`src/design/lptm_pkg.sv`:
```
package lptm_pkg;
    // apb register offsets (byte addresses)
    localparam logic [7:0] LPTM_CTRL_OFF = 8'h00;
    localparam logic [7:0] LPTM_RATED_OFF = 8'h04;
    localparam logic [7:0] LPTM_THR_OFF = 8'h08;
    localparam logic [7:0] LPTM_DLY_OFF = 8'h0c;
    localparam logic [7:0] LPTM_SETTLE_OFF = 8'h10;
    localparam logic [7:0] LPTM_POWER_OFF = 8'h14;
    localparam logic [7:0] LPTM_STAT_OFF = 8'h18;
    localparam logic [7:0] LPTM_IRQ_OFF = 8'h1c;
    localparam logic [7:0] LPTM_MASK_OFF = 8'h20;
    // ctrl field positions
    localparam int LPTM_CTRL_MODE_BIT = 0;
    localparam int LPTM_CTRL_ENFN_BIT = 1;
    localparam int LPTM_CTRL_OUTFN_BIT = 2;
    // interrupt bit positions
    localparam int LPTM_IRQ_RISE_BIT = 0;
    localparam int LPTM_IRQ_FALL_BIT = 1;
    localparam int LPTM_IRQ_CFG_BIT = 2;
    // reset values
    localparam logic [31:0] LPTM_CTRL_RST = 32'h0000_0000;
    localparam logic [15:0] LPTM_RATED_RST = 16'h0064;
    localparam logic [7:0] LPTM_THR_RST = 8'h00;
    localparam logic [15:0] LPTM_DLY_RST = 16'h0000;
    // timing: one second at the 10 mhz pclk
    localparam int LPTM_CLK_HZ = 10_000_000;
    localparam int LPTM_SECOND_S = 1;
    localparam int LPTM_TICK_CYCLES = LPTM_CLK_HZ * LPTM_SECOND_S;

    // monitor configuration carried as one bundle
    typedef struct packed {
        logic high_mode; // monitor high power when set
        logic en_fn_assigned; // an input carries the enable function
        logic out_fn_assigned; // an output carries the threshold function
        logic [7:0] lower_pct; // lower threshold percent
        logic [7:0] upper_pct; // upper threshold percent
        logic [15:0] lower_dly; // lower delay seconds
        logic [15:0] upper_dly; // upper delay seconds
        logic [15:0] settle_dly; // settling delay seconds
        logic [15:0] rated; // rated power
    } lptm_cfg_t;
endpackage

```
`src/design/lptm_monitor.sv`:
```
// Decided for this implementation: the APB interface to the registers and the register offsets.
`timescale 1ns/10ps
module lptm_monitor #(
    parameter int TICK_CYCLES = lptm_pkg::LPTM_TICK_CYCLES // cycles per second
)(
    input wire logic pclk, // apb clock
    input wire logic presetn, // async reset, active low
    input wire logic psel, // apb select
    input wire logic penable, // apb enable
    input wire logic pwrite, // apb direction
    input wire logic [7:0] paddr, // apb byte address
    input wire logic [31:0] pwdata, // apb write data
    output logic [31:0] prdata, // apb read data
    output logic pready, // apb ready
    output logic pslverr, // apb error
    input wire logic threshold_enable_input_fn, // enable digital input level
    output logic threshold_output_fn, // status digital output
    output logic irq // level interrupt
);
    typedef enum {ST_IDLE, ST_SETTLE, ST_RUN} lptm_state_t;

    lptm_pkg::lptm_cfg_t cfg_q, cfg_d; // software configuration
    logic [15:0] power_q, power_d; // measured power sample
    logic [2:0] irq_q, irq_d; // sticky events
    logic [2:0] mask_q, mask_d; // interrupt enables
    logic [31:0] prdata_q, prdata_d; // read data register
    logic pready_q, pready_d; // ready register
    logic pslverr_q, pslverr_d; // error register
    logic out_q, out_d; // status output
    logic irq_out_q, irq_out_d; // interrupt output
    lptm_state_t st_q, st_d; // monitor state
    logic [23:0] tick_q, tick_d; // one second prescaler
    logic [15:0] low_cnt_q, low_cnt_d; // seconds below lower
    logic [15:0] high_cnt_q, high_cnt_d; // seconds above upper
    logic [15:0] settle_q, settle_d; // settling seconds left
    logic en_q, en_d; // previous enable level

    // scale a percent threshold to power units
    function automatic logic [15:0] pct_of(input logic [7:0] pct, input logic [15:0] rated);
        logic [23:0] prod;
        prod = 24'(rated) * 24'(pct);
        return 16'(prod / 24'd100);
    endfunction

    // advance a qualification counter, restart when condition lapses
    function automatic logic [15:0] qual(input logic cond, input logic tick,
                                         input logic [15:0] cnt);
        logic [15:0] r;
        r = cnt;
        if (!cond)
            r = 16'h0000;
        else if (tick && cnt != 16'hffff)
            r = cnt + 16'h0001;
        return r;
    endfunction

    logic apb_wr, apb_rd, tick, cfg_ok, enabled, en_rise; // decoded terms
    logic [15:0] lo_lvl, hi_lvl; // thresholds in power units
    logic below, above, lo_done, hi_done; // comparisons and qualifications

    // combinational decode of the monitor conditions
    always_comb
    begin
        apb_wr = psel && penable && pwrite && !pready_q;
        apb_rd = psel && penable && !pwrite && !pready_q;
        tick = (tick_q == 24'(TICK_CYCLES - 1));
        lo_lvl = pct_of(cfg_q.lower_pct, cfg_q.rated);
        hi_lvl = pct_of(cfg_q.upper_pct, cfg_q.rated);
        cfg_ok = (cfg_q.lower_pct != 8'h00) && (cfg_q.upper_pct != 8'h00)
            && (cfg_q.lower_pct < cfg_q.upper_pct);
        enabled = cfg_ok && cfg_q.out_fn_assigned
            && (!cfg_q.en_fn_assigned || threshold_enable_input_fn);
        en_rise = cfg_q.en_fn_assigned && threshold_enable_input_fn && !en_q;
        below = power_q < lo_lvl;
        above = power_q > hi_lvl;
        lo_done = (low_cnt_q >= cfg_q.lower_dly) && below;
        hi_done = (high_cnt_q >= cfg_q.upper_dly) && above;
    end

    // next state of monitor, timers and output
    always_comb
    begin
        st_d = st_q;
        out_d = out_q;
        tick_d = tick ? 24'h000000 : tick_q + 24'h000001;
        low_cnt_d = qual(below, tick, low_cnt_q);
        high_cnt_d = qual(above, tick, high_cnt_q);
        settle_d = settle_q;
        en_d = threshold_enable_input_fn;
        if (!enabled)
        begin
            // function off: output released
            st_d = ST_IDLE;
            out_d = 1'b0;
        end
        else if (en_rise)
        begin
            // input just became active: settle first
            st_d = ST_SETTLE;
            settle_d = cfg_q.settle_dly;
            out_d = 1'b0;
            tick_d = 24'h000000;
        end
        else
        begin
            case (st_q)
                ST_IDLE:
                begin
                    // entered without an input edge
                    st_d = ST_RUN;
                    low_cnt_d = 16'h0000;
                    high_cnt_d = 16'h0000;
                end
                ST_SETTLE:
                begin
                    // force off while counting down
                    out_d = 1'b0;
                    if (settle_q == 16'h0000)
                    begin
                        st_d = ST_RUN;
                        low_cnt_d = 16'h0000;
                        high_cnt_d = 16'h0000;
                    end
                    else if (tick)
                        settle_d = settle_q - 16'h0001;
                end
                default:
                begin
                    if (!cfg_q.high_mode)
                    begin
                        if (lo_done)
                            out_d = 1'b1;
                        else if (hi_done)
                            out_d = 1'b0;
                    end
                    else
                    begin
                        if (above)
                            out_d = 1'b1;
                        else if (below)
                            out_d = 1'b0;
                    end
                end
            endcase
        end
    end

    // register bus, interrupt status and read mux
    always_comb
    begin
        cfg_d = cfg_q;
        power_d = power_q;
        mask_d = mask_q;
        irq_d = irq_q;
        prdata_d = prdata_q;
        pready_d = psel && penable && !pready_q;
        pslverr_d = 1'b0;
        if (apb_wr)
        begin
            if (paddr == lptm_pkg::LPTM_CTRL_OFF)
            begin
                cfg_d.high_mode = pwdata[lptm_pkg::LPTM_CTRL_MODE_BIT];
                cfg_d.en_fn_assigned = pwdata[lptm_pkg::LPTM_CTRL_ENFN_BIT];
                cfg_d.out_fn_assigned = pwdata[lptm_pkg::LPTM_CTRL_OUTFN_BIT];
            end
            else if (paddr == lptm_pkg::LPTM_RATED_OFF)
                cfg_d.rated = pwdata[15:0];
            else if (paddr == lptm_pkg::LPTM_THR_OFF)
            begin
                cfg_d.lower_pct = pwdata[7:0];
                cfg_d.upper_pct = pwdata[15:8];
            end
            else if (paddr == lptm_pkg::LPTM_DLY_OFF)
            begin
                cfg_d.lower_dly = pwdata[15:0];
                cfg_d.upper_dly = pwdata[31:16];
            end
            else if (paddr == lptm_pkg::LPTM_SETTLE_OFF)
                cfg_d.settle_dly = pwdata[15:0];
            else if (paddr == lptm_pkg::LPTM_POWER_OFF)
                power_d = pwdata[15:0];
            else if (paddr == lptm_pkg::LPTM_IRQ_OFF)
                irq_d = irq_q & ~pwdata[2:0];
            else if (paddr == lptm_pkg::LPTM_MASK_OFF)
                mask_d = pwdata[2:0];
            else if (paddr != lptm_pkg::LPTM_STAT_OFF)
                pslverr_d = 1'b1;
        end
        else if (apb_rd)
        begin
            if (paddr == lptm_pkg::LPTM_CTRL_OFF)
                prdata_d = {29'h0, cfg_q.out_fn_assigned, cfg_q.en_fn_assigned,
                    cfg_q.high_mode};
            else if (paddr == lptm_pkg::LPTM_RATED_OFF)
                prdata_d = {16'h0, cfg_q.rated};
            else if (paddr == lptm_pkg::LPTM_THR_OFF)
                prdata_d = {16'h0, cfg_q.upper_pct, cfg_q.lower_pct};
            else if (paddr == lptm_pkg::LPTM_DLY_OFF)
                prdata_d = {cfg_q.upper_dly, cfg_q.lower_dly};
            else if (paddr == lptm_pkg::LPTM_SETTLE_OFF)
                prdata_d = {16'h0, cfg_q.settle_dly};
            else if (paddr == lptm_pkg::LPTM_POWER_OFF)
                prdata_d = {16'h0, power_q};
            else if (paddr == lptm_pkg::LPTM_STAT_OFF)
                prdata_d = {27'h0, st_q == ST_SETTLE, enabled, cfg_ok, enabled, out_q};
            else if (paddr == lptm_pkg::LPTM_IRQ_OFF)
                prdata_d = {29'h0, irq_q};
            else if (paddr == lptm_pkg::LPTM_MASK_OFF)
                prdata_d = {29'h0, mask_q};
            else
            begin
                prdata_d = 32'h0000_0000;
                pslverr_d = 1'b1;
            end
        end
        // events set after the clear so a same-cycle event wins
        if (out_d && !out_q)
            irq_d[lptm_pkg::LPTM_IRQ_RISE_BIT] = 1'b1;
        if (!out_d && out_q)
            irq_d[lptm_pkg::LPTM_IRQ_FALL_BIT] = 1'b1;
        if (!cfg_ok && cfg_q.out_fn_assigned)
            irq_d[lptm_pkg::LPTM_IRQ_CFG_BIT] = 1'b1;
        irq_out_d = |(irq_d & mask_d);
    end

    // state registers
    always_ff @(posedge pclk or negedge presetn)
    begin
        if (!presetn)
        begin
            cfg_q <= '{high_mode: 1'b0, en_fn_assigned: 1'b0, out_fn_assigned: 1'b0,
                lower_pct: lptm_pkg::LPTM_THR_RST, upper_pct: lptm_pkg::LPTM_THR_RST,
                lower_dly: lptm_pkg::LPTM_DLY_RST, upper_dly: lptm_pkg::LPTM_DLY_RST,
                settle_dly: lptm_pkg::LPTM_DLY_RST, rated: lptm_pkg::LPTM_RATED_RST};
            power_q <= 16'h0000;
            irq_q <= 3'h0;
            mask_q <= 3'h0;
            prdata_q <= 32'h0000_0000;
            pready_q <= 1'b0;
            pslverr_q <= 1'b0;
            out_q <= 1'b0;
            irq_out_q <= 1'b0;
            st_q <= ST_IDLE;
            tick_q <= 24'h000000;
            low_cnt_q <= 16'h0000;
            high_cnt_q <= 16'h0000;
            settle_q <= 16'h0000;
            en_q <= 1'b0;
        end
        else
        begin
            cfg_q <= cfg_d;
            power_q <= power_d;
            irq_q <= irq_d;
            mask_q <= mask_d;
            prdata_q <= prdata_d;
            pready_q <= pready_d;
            pslverr_q <= pslverr_d;
            out_q <= out_d;
            irq_out_q <= irq_out_d;
            st_q <= st_d;
            tick_q <= tick_d;
            low_cnt_q <= low_cnt_d;
            high_cnt_q <= high_cnt_d;
            settle_q <= settle_d;
            en_q <= en_d;
        end
    end

    assign prdata = prdata_q;
    assign pready = pready_q;
    assign pslverr = pslverr_q;
    assign threshold_output_fn = out_q;
    assign irq = irq_out_q;
endmodule

```
`config.mk`:
```
export PLATFORM = sky130hd
export DESIGN_NAME = lptm_monitor
export DESIGN_NICKNAME = d
export VERILOG_FILES = /design/src/design/lptm_pkg.sv /design/src/design/lptm_monitor.sv
export SDC_FILE = /design/constraint.sdc
export NUM_CORES = 1
export LEC_CHECK = 0
export BUFFER_PORTS_ARGS = -buffer_cell sky130_fd_sc_hd__buf_4
export CORE_MARGIN = 3
export CORE_UTILIZATION = 57
export CTS_CLUSTER_SIZE = 14
export DETAILED_ROUTE_END_ITERATION = 10
export HOLD_SLACK_MARGIN = 0.05
export PLACE_DENSITY = 0.8
export SLEW_MARGIN = 25
export SYNTH_ARGS = -nofsm -noshare
export SYNTH_HDL_FRONTEND = slang
export SYNTH_SLANG_ARGS = --single-unit
```
`constraint.sdc`:
```
create_clock -name pclk -period 27.8 [get_ports pclk]
set_input_delay 4.17 -clock pclk [delete_from_list [all_inputs] [get_ports pclk]]
set_output_delay 4.17 -clock pclk [all_outputs]
set_load 0.02 [all_outputs]
```
Word level (Yosys, flattened, before mapping)
Cells that the tools add are included.
Widths: inputs -> output; s select.
{"block": "word_totals", "regBits": 246, "elab_cells": 186}
{"block": "op_classes", "add_sub_neg": 4, "n_mul": 2, "div_mod_pow": 2, "magnitude_cmp": 5, "eq_ne": 17, "mux": 80, "n_bitwise": 9, "n_reduce_logical": 44}
{"op": "$mux 16", "count": 16}
{"op": "$mux 32", "count": 7}
{"op": "$mux 24", "count": 3}
{"op": "$pmux 16 s2", "count": 2}
{"op": "$pmux 32 s2", "count": 1}
{"op": "$mux 3", "count": 19}
{"op": "$div 24x7->24 const B", "count": 2}
{"op": "$mul 16x8->24", "count": 2}
{"op": "$add 16x1->16 const B", "count": 2}
{"op": "$eq 32x1->1 const B", "count": 1}
{"op": "$eq 32x2->1 const B", "count": 1}
{"op": "$eq 8x5->1 const B", "count": 4}
{"op": "$ge 16x16->1", "count": 2}
{"op": "$logic_not 32->1", "count": 1}
{"op": "$ne 16x16->1 const B", "count": 2}
{"op": "$mux 1", "count": 30}
{"op": "$add 24x1->24 const B", "count": 1}
{"op": "$eq 24x24->1 const B", "count": 1}
{"op": "$logic_and 1x1->1", "count": 19}
{"op": "$eq 8x4->1 const B", "count": 2}
{"op": "$gt 16x16->1", "count": 1}
{"op": "$logic_not 16->1", "count": 1}
{"op": "$lt 16x16->1", "count": 1}
{"op": "$reduce_bool 8->1", "count": 2}
{"op": "other kinds (24)", "count": 40}

Longest topological paths before layout
Gate-level depths: netlist (run 1).
{"block": "logic_depth", "ltp_word": 15, "depth_mapped": 80, "depth_no_buf": 69}

Least setup slack after synthesis (run 1)
No wires, ideal clock.
{"block": "synth_path", "path_kind": "register to register", "start": "register cfg_q[2] in the netlist's numbering", "end": "register high_cnt_q[10]", "setup_time_ps": 132, "arrival_time_ps": 16072, "required_time_ps": 27668, "slack_ps": 11596, "path_stages_with_launch": 71, "n_path_buf": 8, "synth_period_minus_slack_ps": 16204, "path_cell_list": "dfstp_2 clkbuf_1 and2_1 fa_1 fa_1 fa_1 inv_1 fa_1 inv_1 ha_1 o21a_1 o21ai_1 a211oi_2 a21oi_2 a2111oi_1 or3_1 buf_4 nand2_2 [35 not listed] maj3_1 xnor2_1 buf_2 and3_1 nor4b_1 a221oi_1 o21bai_1 ha_1 a21o_1 a21o_1 a211oi_1 o21ai_0 a21oi_1 a31o_2 nand2b_1 clkbuf_1 clkbuf_1 nor2_1"}
{"block": "synth_between", "elab_chain_cells": 8}
{"element": "start, declared", "line_no": "lptm_monitor.sv:22", "text": "lptm_pkg::lptm_cfg_t cfg_q, cfg_d;"}
{"element": "start signal, assigned", "line_no": "lptm_monitor.sv:231", "text": "cfg_q <= '{high_mode: 1'b0, en_fn_assigned: 1'b0, out_fn_assigned: 1'b0,"}
{"element": "start signal, assigned", "line_no": "lptm_monitor.sv:252", "text": "cfg_q <= cfg_d;"}
{"element": "$mul 16x8->24 *", "line_no": "lptm_monitor.sv:41", "text": "prod = 24'(rated) * 24'(pct);"}
{"element": "$div 24x7->24 *", "line_no": "lptm_monitor.sv:42", "text": "return 16'(prod / 24'd100);"}
{"element": "$gt 16x16->1 *", "line_no": "lptm_monitor.sv:75", "text": "above = power_q > hi_lvl;"}
{"element": "$mux 16 *", "line_no": "lptm_monitor.sv:50", "text": "if (!cond)"}
{"element": "$mux 16", "line_no": "lptm_monitor.sv:118", "text": "if (settle_q == 16'h0000)"}
{"element": "$pmux 16 s2", "line_no": "lptm_monitor.sv:106", "text": "case (st_q)"}
{"element": "$mux 16", "line_no": "lptm_monitor.sv:96", "text": "else if (en_rise)"}
{"element": "$mux 16 *", "line_no": "lptm_monitor.sv:90", "text": "if (!enabled)"}
{"element": "named net high_cnt_d[10]", "line_no": "lptm_monitor.sv:34", "text": "logic [15:0] high_cnt_q, high_cnt_d;"}
{"element": "end signal, assigned", "line_no": "lptm_monitor.sv:264", "text": "high_cnt_q <= high_cnt_d;"}
{"element": "end, declared", "line_no": "lptm_monitor.sv:34"}
The timed path passes the listed nets; every way through them passes the cells marked *.
A chain may end at the register's enable or synchronous reset.

Worst setup path in the final report (run 1)
{"block": "layout_path", "start": "register cfg_q[9] in the netlist's numbering", "end": "register high_cnt_q[15]"}
The elaborated chain is that of the path after synthesis.

==> impl_metrics.toml, run 1 <==
[logic_synthesis]
yosysTopAreaCellShare_pct = 19.17
synthXorXnorAreaFrac_pct = 5.009
synthTopCellsByCount = "nand2_1, inv_1, nor2_1"
yosysWarnings = 0
synthMuxAreaShare_pct = 4.950
async_flop_share_pct = 100.0
syn_area_per_cell_sq_um = 8.385
yosysTopAreaCell = "dfrtp_1"
synthSimpleGateAreaFrac_pct = 21.09
ys_ff_latch = 216
synth_compound_area_share_pct = 23.66
synth_enable_flop_cells = 0
ys_types = 133
synth_top_family_by_area = "compound AO/OA/AOI/OAI gates"
ys_seq_area_share_pct = 19.45
netlist_area_sq_um = 27800
ys.flop_type = "dfrtp_1"
post-synth-top-count-cell = "nand2_1"
synth.area.top_cells = "dfrtp_1, fa_1, ha_1"
syn_nets = 3692
synthAdderAreaFrac_pct = 19.64
netlist_instances = 3316

[route]
drt-pass1-iter-count = 11
drt-total-wl_um = 73310
vias = 25260
viasPerCell = 6.431
drt_iter0_markers = 2197
ant_nets = 0
wl_per_cell_um = 18.67
route.detailed.drc = 2

[setup_path]
worstSetupPathType = "reg -> reg"
startpoint = "cfg_q[9]"
slowest_stage = "dfrtp_1"
cp-end-kind = "register"
rrSetupSlack_ps = 9030
rr_startpoint = "cfg_q[9]"
required_ps = 28150
ff2ff_path_depth = 63
cpPeakStageDelay_ps = 780
cp_common_cell = "a21oi_1"
arrival_ps = 19130
worstReg2RegEnd = "high_cnt_q[15]"
critPathMaxFanout = 18
cp-start-kind = "register"

[min_path]
hold_path_depth = 1
hold_class = "reg -> reg"
min_to = "prdata[15]"
min_from = "prdata[15]"

[sta]
timing.final.crit_share_pct = 67.53
tightest_slew_ps = 976.2
tns_ps = 0
setup_slack_ps = 9025
setup_viol = 0
rsz0062_at_grt = "false"
slew_headroom_pct = 34.23
skew_ps = 9.274
layout_min_cycle_time_ps = 18770
slew_viol_final = 0
finalHoldViolations = 0
fmax_ghz = 0.05326

[layout]
multi_input_area_sq_um = 20680
finish.net_count = 3672
area_growth_pct = 5.638
antennaDiodeCount = 0
final_core_util_pct = 61.26
fillers = 4083
final_layout_size_suffix_gt1_share_pct = 10.90
ff_latch_area_sq_um = 5409

[clock_tree]
clkTransAtPathRegs_ps = 60
clockBufferDepth = 3
cts_hold_buf = 0
numCtsBuffers = 22
post-cts-setup-buffers = 0
clock_sinks = 216
clock_latency_ps = 500
htree_levels = 1
cts.repair.resized = 0
cts_tree = "done"
cts_root_buf = "clkbuf_16"

[status]
violations = "DRC"
outcome = "finished with violations"

[global_route]
antenna_found_initial = 0
use_met2_pct = 45.33
grt_use_total_pct = 28.29
busiest_layer = "met2"
first_global_vias = 24090
grt_max_degree = 86
grt_use_met3_pct = 4.674
overflow = 0
use_met1_pct = 39.53
grt_first_pass_wirelength_um = 121100

[run]
maxCapViolations = 0

[placed_design]
gp_congestion = 0.9287
io_buffer_count = 81
place_ws_ps = 9300
dp.final_hpwl_um = 56250

[die]
die_width_um = 226.9
coreArea_sq_um = 47950
die_h_um = 226.9
dieArea_sq_um = 51470
ioPinCount = 82
num_rows = 80
start_util_pct = 57.99
-- critical path, delay by kind of cell, from the launching register on --
| family | cells | cell delay (ps) |
|---|---|---|
| flops | 1 | 780 |
| compound gates | 32 | 7910 |
| buf+inv | 4 | 260 |
| fa+ha+maj | 7 | 3120 |
| mux | 4 | 1480 |
| xor+xnor | 3 | 1470 |
| simple gates | 13 | 3590 |
-- worst max path at each step --
stage	to	slack (ps)	cells past startpoint
2_1_floorplan	high_cnt_q[10]	11600	70
3_3_place_gp	high_cnt_q[2]	9740	62
3_5_place_dp	high_cnt_q[13]	9300	63
4_1_cts	high_cnt_q[13]	9270	63
5_1_grt	high_cnt_q[15]	7540	63
6_report	high_cnt_q[15]	9030	63
-- logic make-up after synthesis --
group	count (synthesis)
and+or+nand+nor	1175
adders and majority gates	337
AOI/OAI and AO/OA	899
buffers and inverters	416
xor gates and xnor gates	150
muxes	123
DFF	216
-- through the flow --
stage          cells  hold slack [ps]  cell area (sq um)
2_1_floorplan   3316            441.5              27800
3_3_place_gp    3887            461.3              28630
4_1_cts         3927            481.3              29370
3_5_place_dp    3887            468.1              28630
5_1_grt         3927            502.7              29370
6_report        3927            478.0              29370
-- routing by layer --
metal	wire [um]	vias up	share of wire, %
met2	33260	1079	45
met5	0	-	0
met1	31700	12140	43
li1	-	11910	-
met4	2340	0	3.2
met3	6012	130	8.2
-- registers in the layout, summed over array words and instances, names as in the netlist --
register,count
cfg_q,83
en_q,1
high_cnt_q,16
irq,1
irq_q,3
low_cnt_q,16
mask_q,3
power_q,16
prdata,32
pready,1
pslverr,1
settle_q,16
st_q,2
threshold_output_fn,1
tick_q,24
-- layout by cell type (no fill, tap or decap), drive strengths merged, types with 107 or more instances in the layout --
| cell type | count |
|---|---|
| ha | 162 |
| nor2 | 242 |
| dfrtp | 213 |
| nand3 | 107 |
| nand2 | 333 |
| and2 | 177 |
| a21oi | 190 |
| inv | 272 |
| fa | 168 |
| o21ai | 165 |
-- area by class of cell --
type,instances,area share (%)
timing repair buffer,99,2.569
multi-input combinational,2684,70.39
clock buffer,34,2.266
clock inverter,6,0.2428
inverter,273,3.493
tap,615,2.620
sequential,216,18.42
Power of run 1 is not shown: default switching activity piles up to over one toggle a cycle in this logic, so the estimate is an artifact.
==> run 2, diff against run 1 <==
--- a/config.mk
+++ b/config.mk
@@ -5,13 +5,14 @@
 export SDC_FILE = /design/constraint.sdc
 export NUM_CORES = 1
 export LEC_CHECK = 0
+export ABC_AREA = 1
 export BUFFER_PORTS_ARGS = -buffer_cell sky130_fd_sc_hd__buf_4
 export CORE_MARGIN = 3
 export CORE_UTILIZATION = 57
 export CTS_CLUSTER_SIZE = 14
 export DETAILED_ROUTE_END_ITERATION = 10
 export HOLD_SLACK_MARGIN = 0.05
-export PLACE_DENSITY = 0.8
+export PLACE_DENSITY = 0.83
 export SLEW_MARGIN = 25
 export SYNTH_ARGS = -nofsm -noshare
 export SYNTH_HDL_FRONTEND = slang
==> constraint.sdc (replaced) <==
create_clock -name pclk -period 17.17 [get_ports pclk]
set_input_delay 2.5755 -clock pclk [delete_from_list [all_inputs] [get_ports pclk]]
set_output_delay 2.5755 -clock pclk [all_outputs]
set_load 0.02 [all_outputs]
==> run 2 against run 1 <==
The run now ends clean. Synthesized area down 6.7%. Register-to-register slack got worse by 7200 ps. Critical path type unchanged. Critical endpoint is now irq. Wire length is 14% lower. First-iteration DRC count fell by 14%.
==> impl_metrics.toml, run 2 <==
[status]
outcome = "finished, final reports clean"

[clock_tree]
post-cts-setup-buffers = 0
htree_levels = 1
cts.repair.resized = 0
clkTransAtPathRegs_ps = 70
clock_sinks = 216
cts_tree = "done"
cts_root_buf = "clkbuf_16"
clock_latency_ps = 510
cts_hold_buf = 0
clockBufferDepth = 3
numCtsBuffers = 20

[layout]
fillers = 3873
largest_reg_flops = 83
final_layout_size_suffix_gt1_share_pct = 12.60
multi_input_area_sq_um = 17300
final_common_cell = "nand2_1"
finish.net_count = 4057
ff_latch_area_sq_um = 5409
final_cell_mix = "nand2_1, inv_1, nor2_1, dfrtp_1, o21ai_0"
antennaDiodeCount = 0
regMostFlops = "cfg_q"
area_growth_pct = 6.404

[logic_synthesis]
yosysTopAreaCellShare_pct = 20.56
yosysTopAreaCell = "dfrtp_1"
synth_top_family_by_area = "simple AND/OR/NAND/NOR gates"
yosysWarnings = 0
synth_enable_flop_cells = 0
syn_nets = 4046
ys.flop_type = "dfrtp_1"
synth_compound_area_share_pct = 10.44
ys_ff_latch = 216
synthAdderAreaFrac_pct = 20.79
async_flop_share_pct = 100.0
syn_area_per_cell_sq_um = 7.065
netlist_area_sq_um = 25930
netlist_instances = 3670
synthSimpleGateAreaFrac_pct = 32.33
synthTopCellsByCount = "nand2_1, inv_1, dfrtp_1, nor2_1, o21ai_0"
synthXorXnorAreaFrac_pct = 3.030
ys_types = 74
ys_seq_area_share_pct = 20.86
synthMuxAreaShare_pct = 0.04343
synth.area.top_cells = "dfrtp_1, nand2_1, fa_1"
post-synth-top-count-cell = "nand2_1"

[setup_path]
cp-end-kind = "register"
cp_common_cell = "nand2_2"
cpPeakStageDelay_ps = 810
required_ps = 17620
cp-start-kind = "register"
rrSetupSlack_ps = 1850
slowest_stage = "dfrtp_1"
arrival_ps = 15770
worstSetupPathType = "reg -> reg"
critPathMaxFanout = 20

[die]
die_width_um = 219.3
dieArea_sq_um = 48080
start_util_pct = 58.13
ioPinCount = 82
coreArea_sq_um = 44610
num_rows = 77
die_h_um = 219.3

[sta]
setup_viol = 0
fmax_ghz = 0.06529
rsz0062_at_grt = "false"
timing.hold.ws_ps = 463.9
layout_min_cycle_time_ps = 15320
skew_ps = 20.04
tightest_slew_ps = 1089
finalHoldViolations = 0
slew_headroom_pct = 27.20
timing.final.crit_share_pct = 89.21
tns_ps = 0
slew_viol_final = 0

[global_route]
grt_use_total_pct = 26.80
first_global_vias = 22310
antenna_found_initial = 3
grt_max_degree = 106
overflow = 0
grt_first_pass_wirelength_um = 107000

[run]
maxCapViolations = 0

[route]
vias = 23080
drt-total-wl_um = 62920
viasPerCell = 5.390
wl_per_cell_um = 14.69
route.detailed.drc = 0
ant_nets = 0
wl_met2_um = 28440
drt-pass1-iter-count = 6
drt_iter0_markers = 1887
drt-met1-wl_um = 27420
highest_layer = "met5"
wl_met3_um = 5004

[power]
peakVddDrop_v = 0.00005626
p_per_area_nw_per_um2 = 39.70
leakagePower_nw = 15.60

[placed_design]
dp.final_hpwl_um = 49670
gp_congestion = 0.9314
io_buffer_count = 81

[min_path]
hold_class = "reg -> reg"
run 2: cell count changes in the layout (fill, tap and decap cells not counted), sizes merged, moves of 57 or more:
cell   delta
inv     +479
nand3    +80
xnor2    -76
a21o     -57
nand2   +773
a21oi    -80
and2    -171
o21ai    +60
mux2    -103
run 2: logic make-up after synthesis:
logic type | after synthesis
and+or+nand+nor | 1720
buffers and inverters | 862
AOI/OAI and AO/OA | 456
adders and majority gates | 330
DFF | 216
xor gates and xnor gates | 85
muxes | 1
run 2: area by class of cell:
| type | count | share of cell area (%) |
|---|---|---|
| sequential | 216 | 19.61 |
| clock inverter | 3 | 0.09524 |
| clock buffer | 28 | 2.036 |
| multi-input combinational | 2592 | 62.71 |
| timing repair buffer | 91 | 2.503 |
| tap | 592 | 2.685 |
| inverter | 760 | 10.37 |
run 2: worst max-delay path, delay by kind of cell, from the launching register on:
kind / cells / cell delay (ps)
AO/OA/AOI/OAI: 11 / 1640
XOR/XNOR: 3 / 590
adder cells (fa/ha/maj): 6 / 2760
buffers and inverters: 8 / 700
flip-flops: 1 / 810
AND/OR/NAND/NOR: 83 / 8710
run 2: path summary, 6_finish.rpt:
| path | startpoint | to | cells past startpoint |
|---|---|---|---|
| max in group asynchronous | presetn | cfg_q[20] | 2 |
| worst min register to register | tick_q[0] | tick_q[0] | 1 |
| min in group asynchronous | presetn | tick_q[13] | 1 |
| worst max register to register | cfg_q[71] | irq | 111 |
| worst max-delay path | cfg_q[71] | irq | 111 |
| worst min-delay path | tick_q[0] | tick_q[0] | 1 |
run 2: per-layer routing:
metal  GRT usage [%]  vias up
met5               0        -
met4           7.712        6
met3           5.206      122
met2           43.40      739
met1           36.66    10760
li1                -    11460
run 2: report_power, final:
group | leakage (nW) | total (mW) | internal [mW] | switching [mW]
combinational | 12.5 | 0.145 | 0.0446 | 0.101
clock | 0.288 | 0.428 | 0.229 | 0.199
sequential | 2.77 | 0.522 | 0.513 | 0.00945
run 2: metrics by stage:
step                      instance area [sq um]  power (mW)  setup WS, ps  std cells  util (%)
final                                     27590       1.095          1853       4282     61.85
after global routing                      27590       1.135         388.3       4282     61.85
after CTS                                 27590       1.094          1890       4282     61.84
after detailed placement                  27000      0.6760          1962       4251     60.53
after global placement                    26990      0.6747          2433       4251     60.51
after floorplan                           25930      0.6233          3377       3670         -
Note: power is estimated with default switching activity, not from simulation.
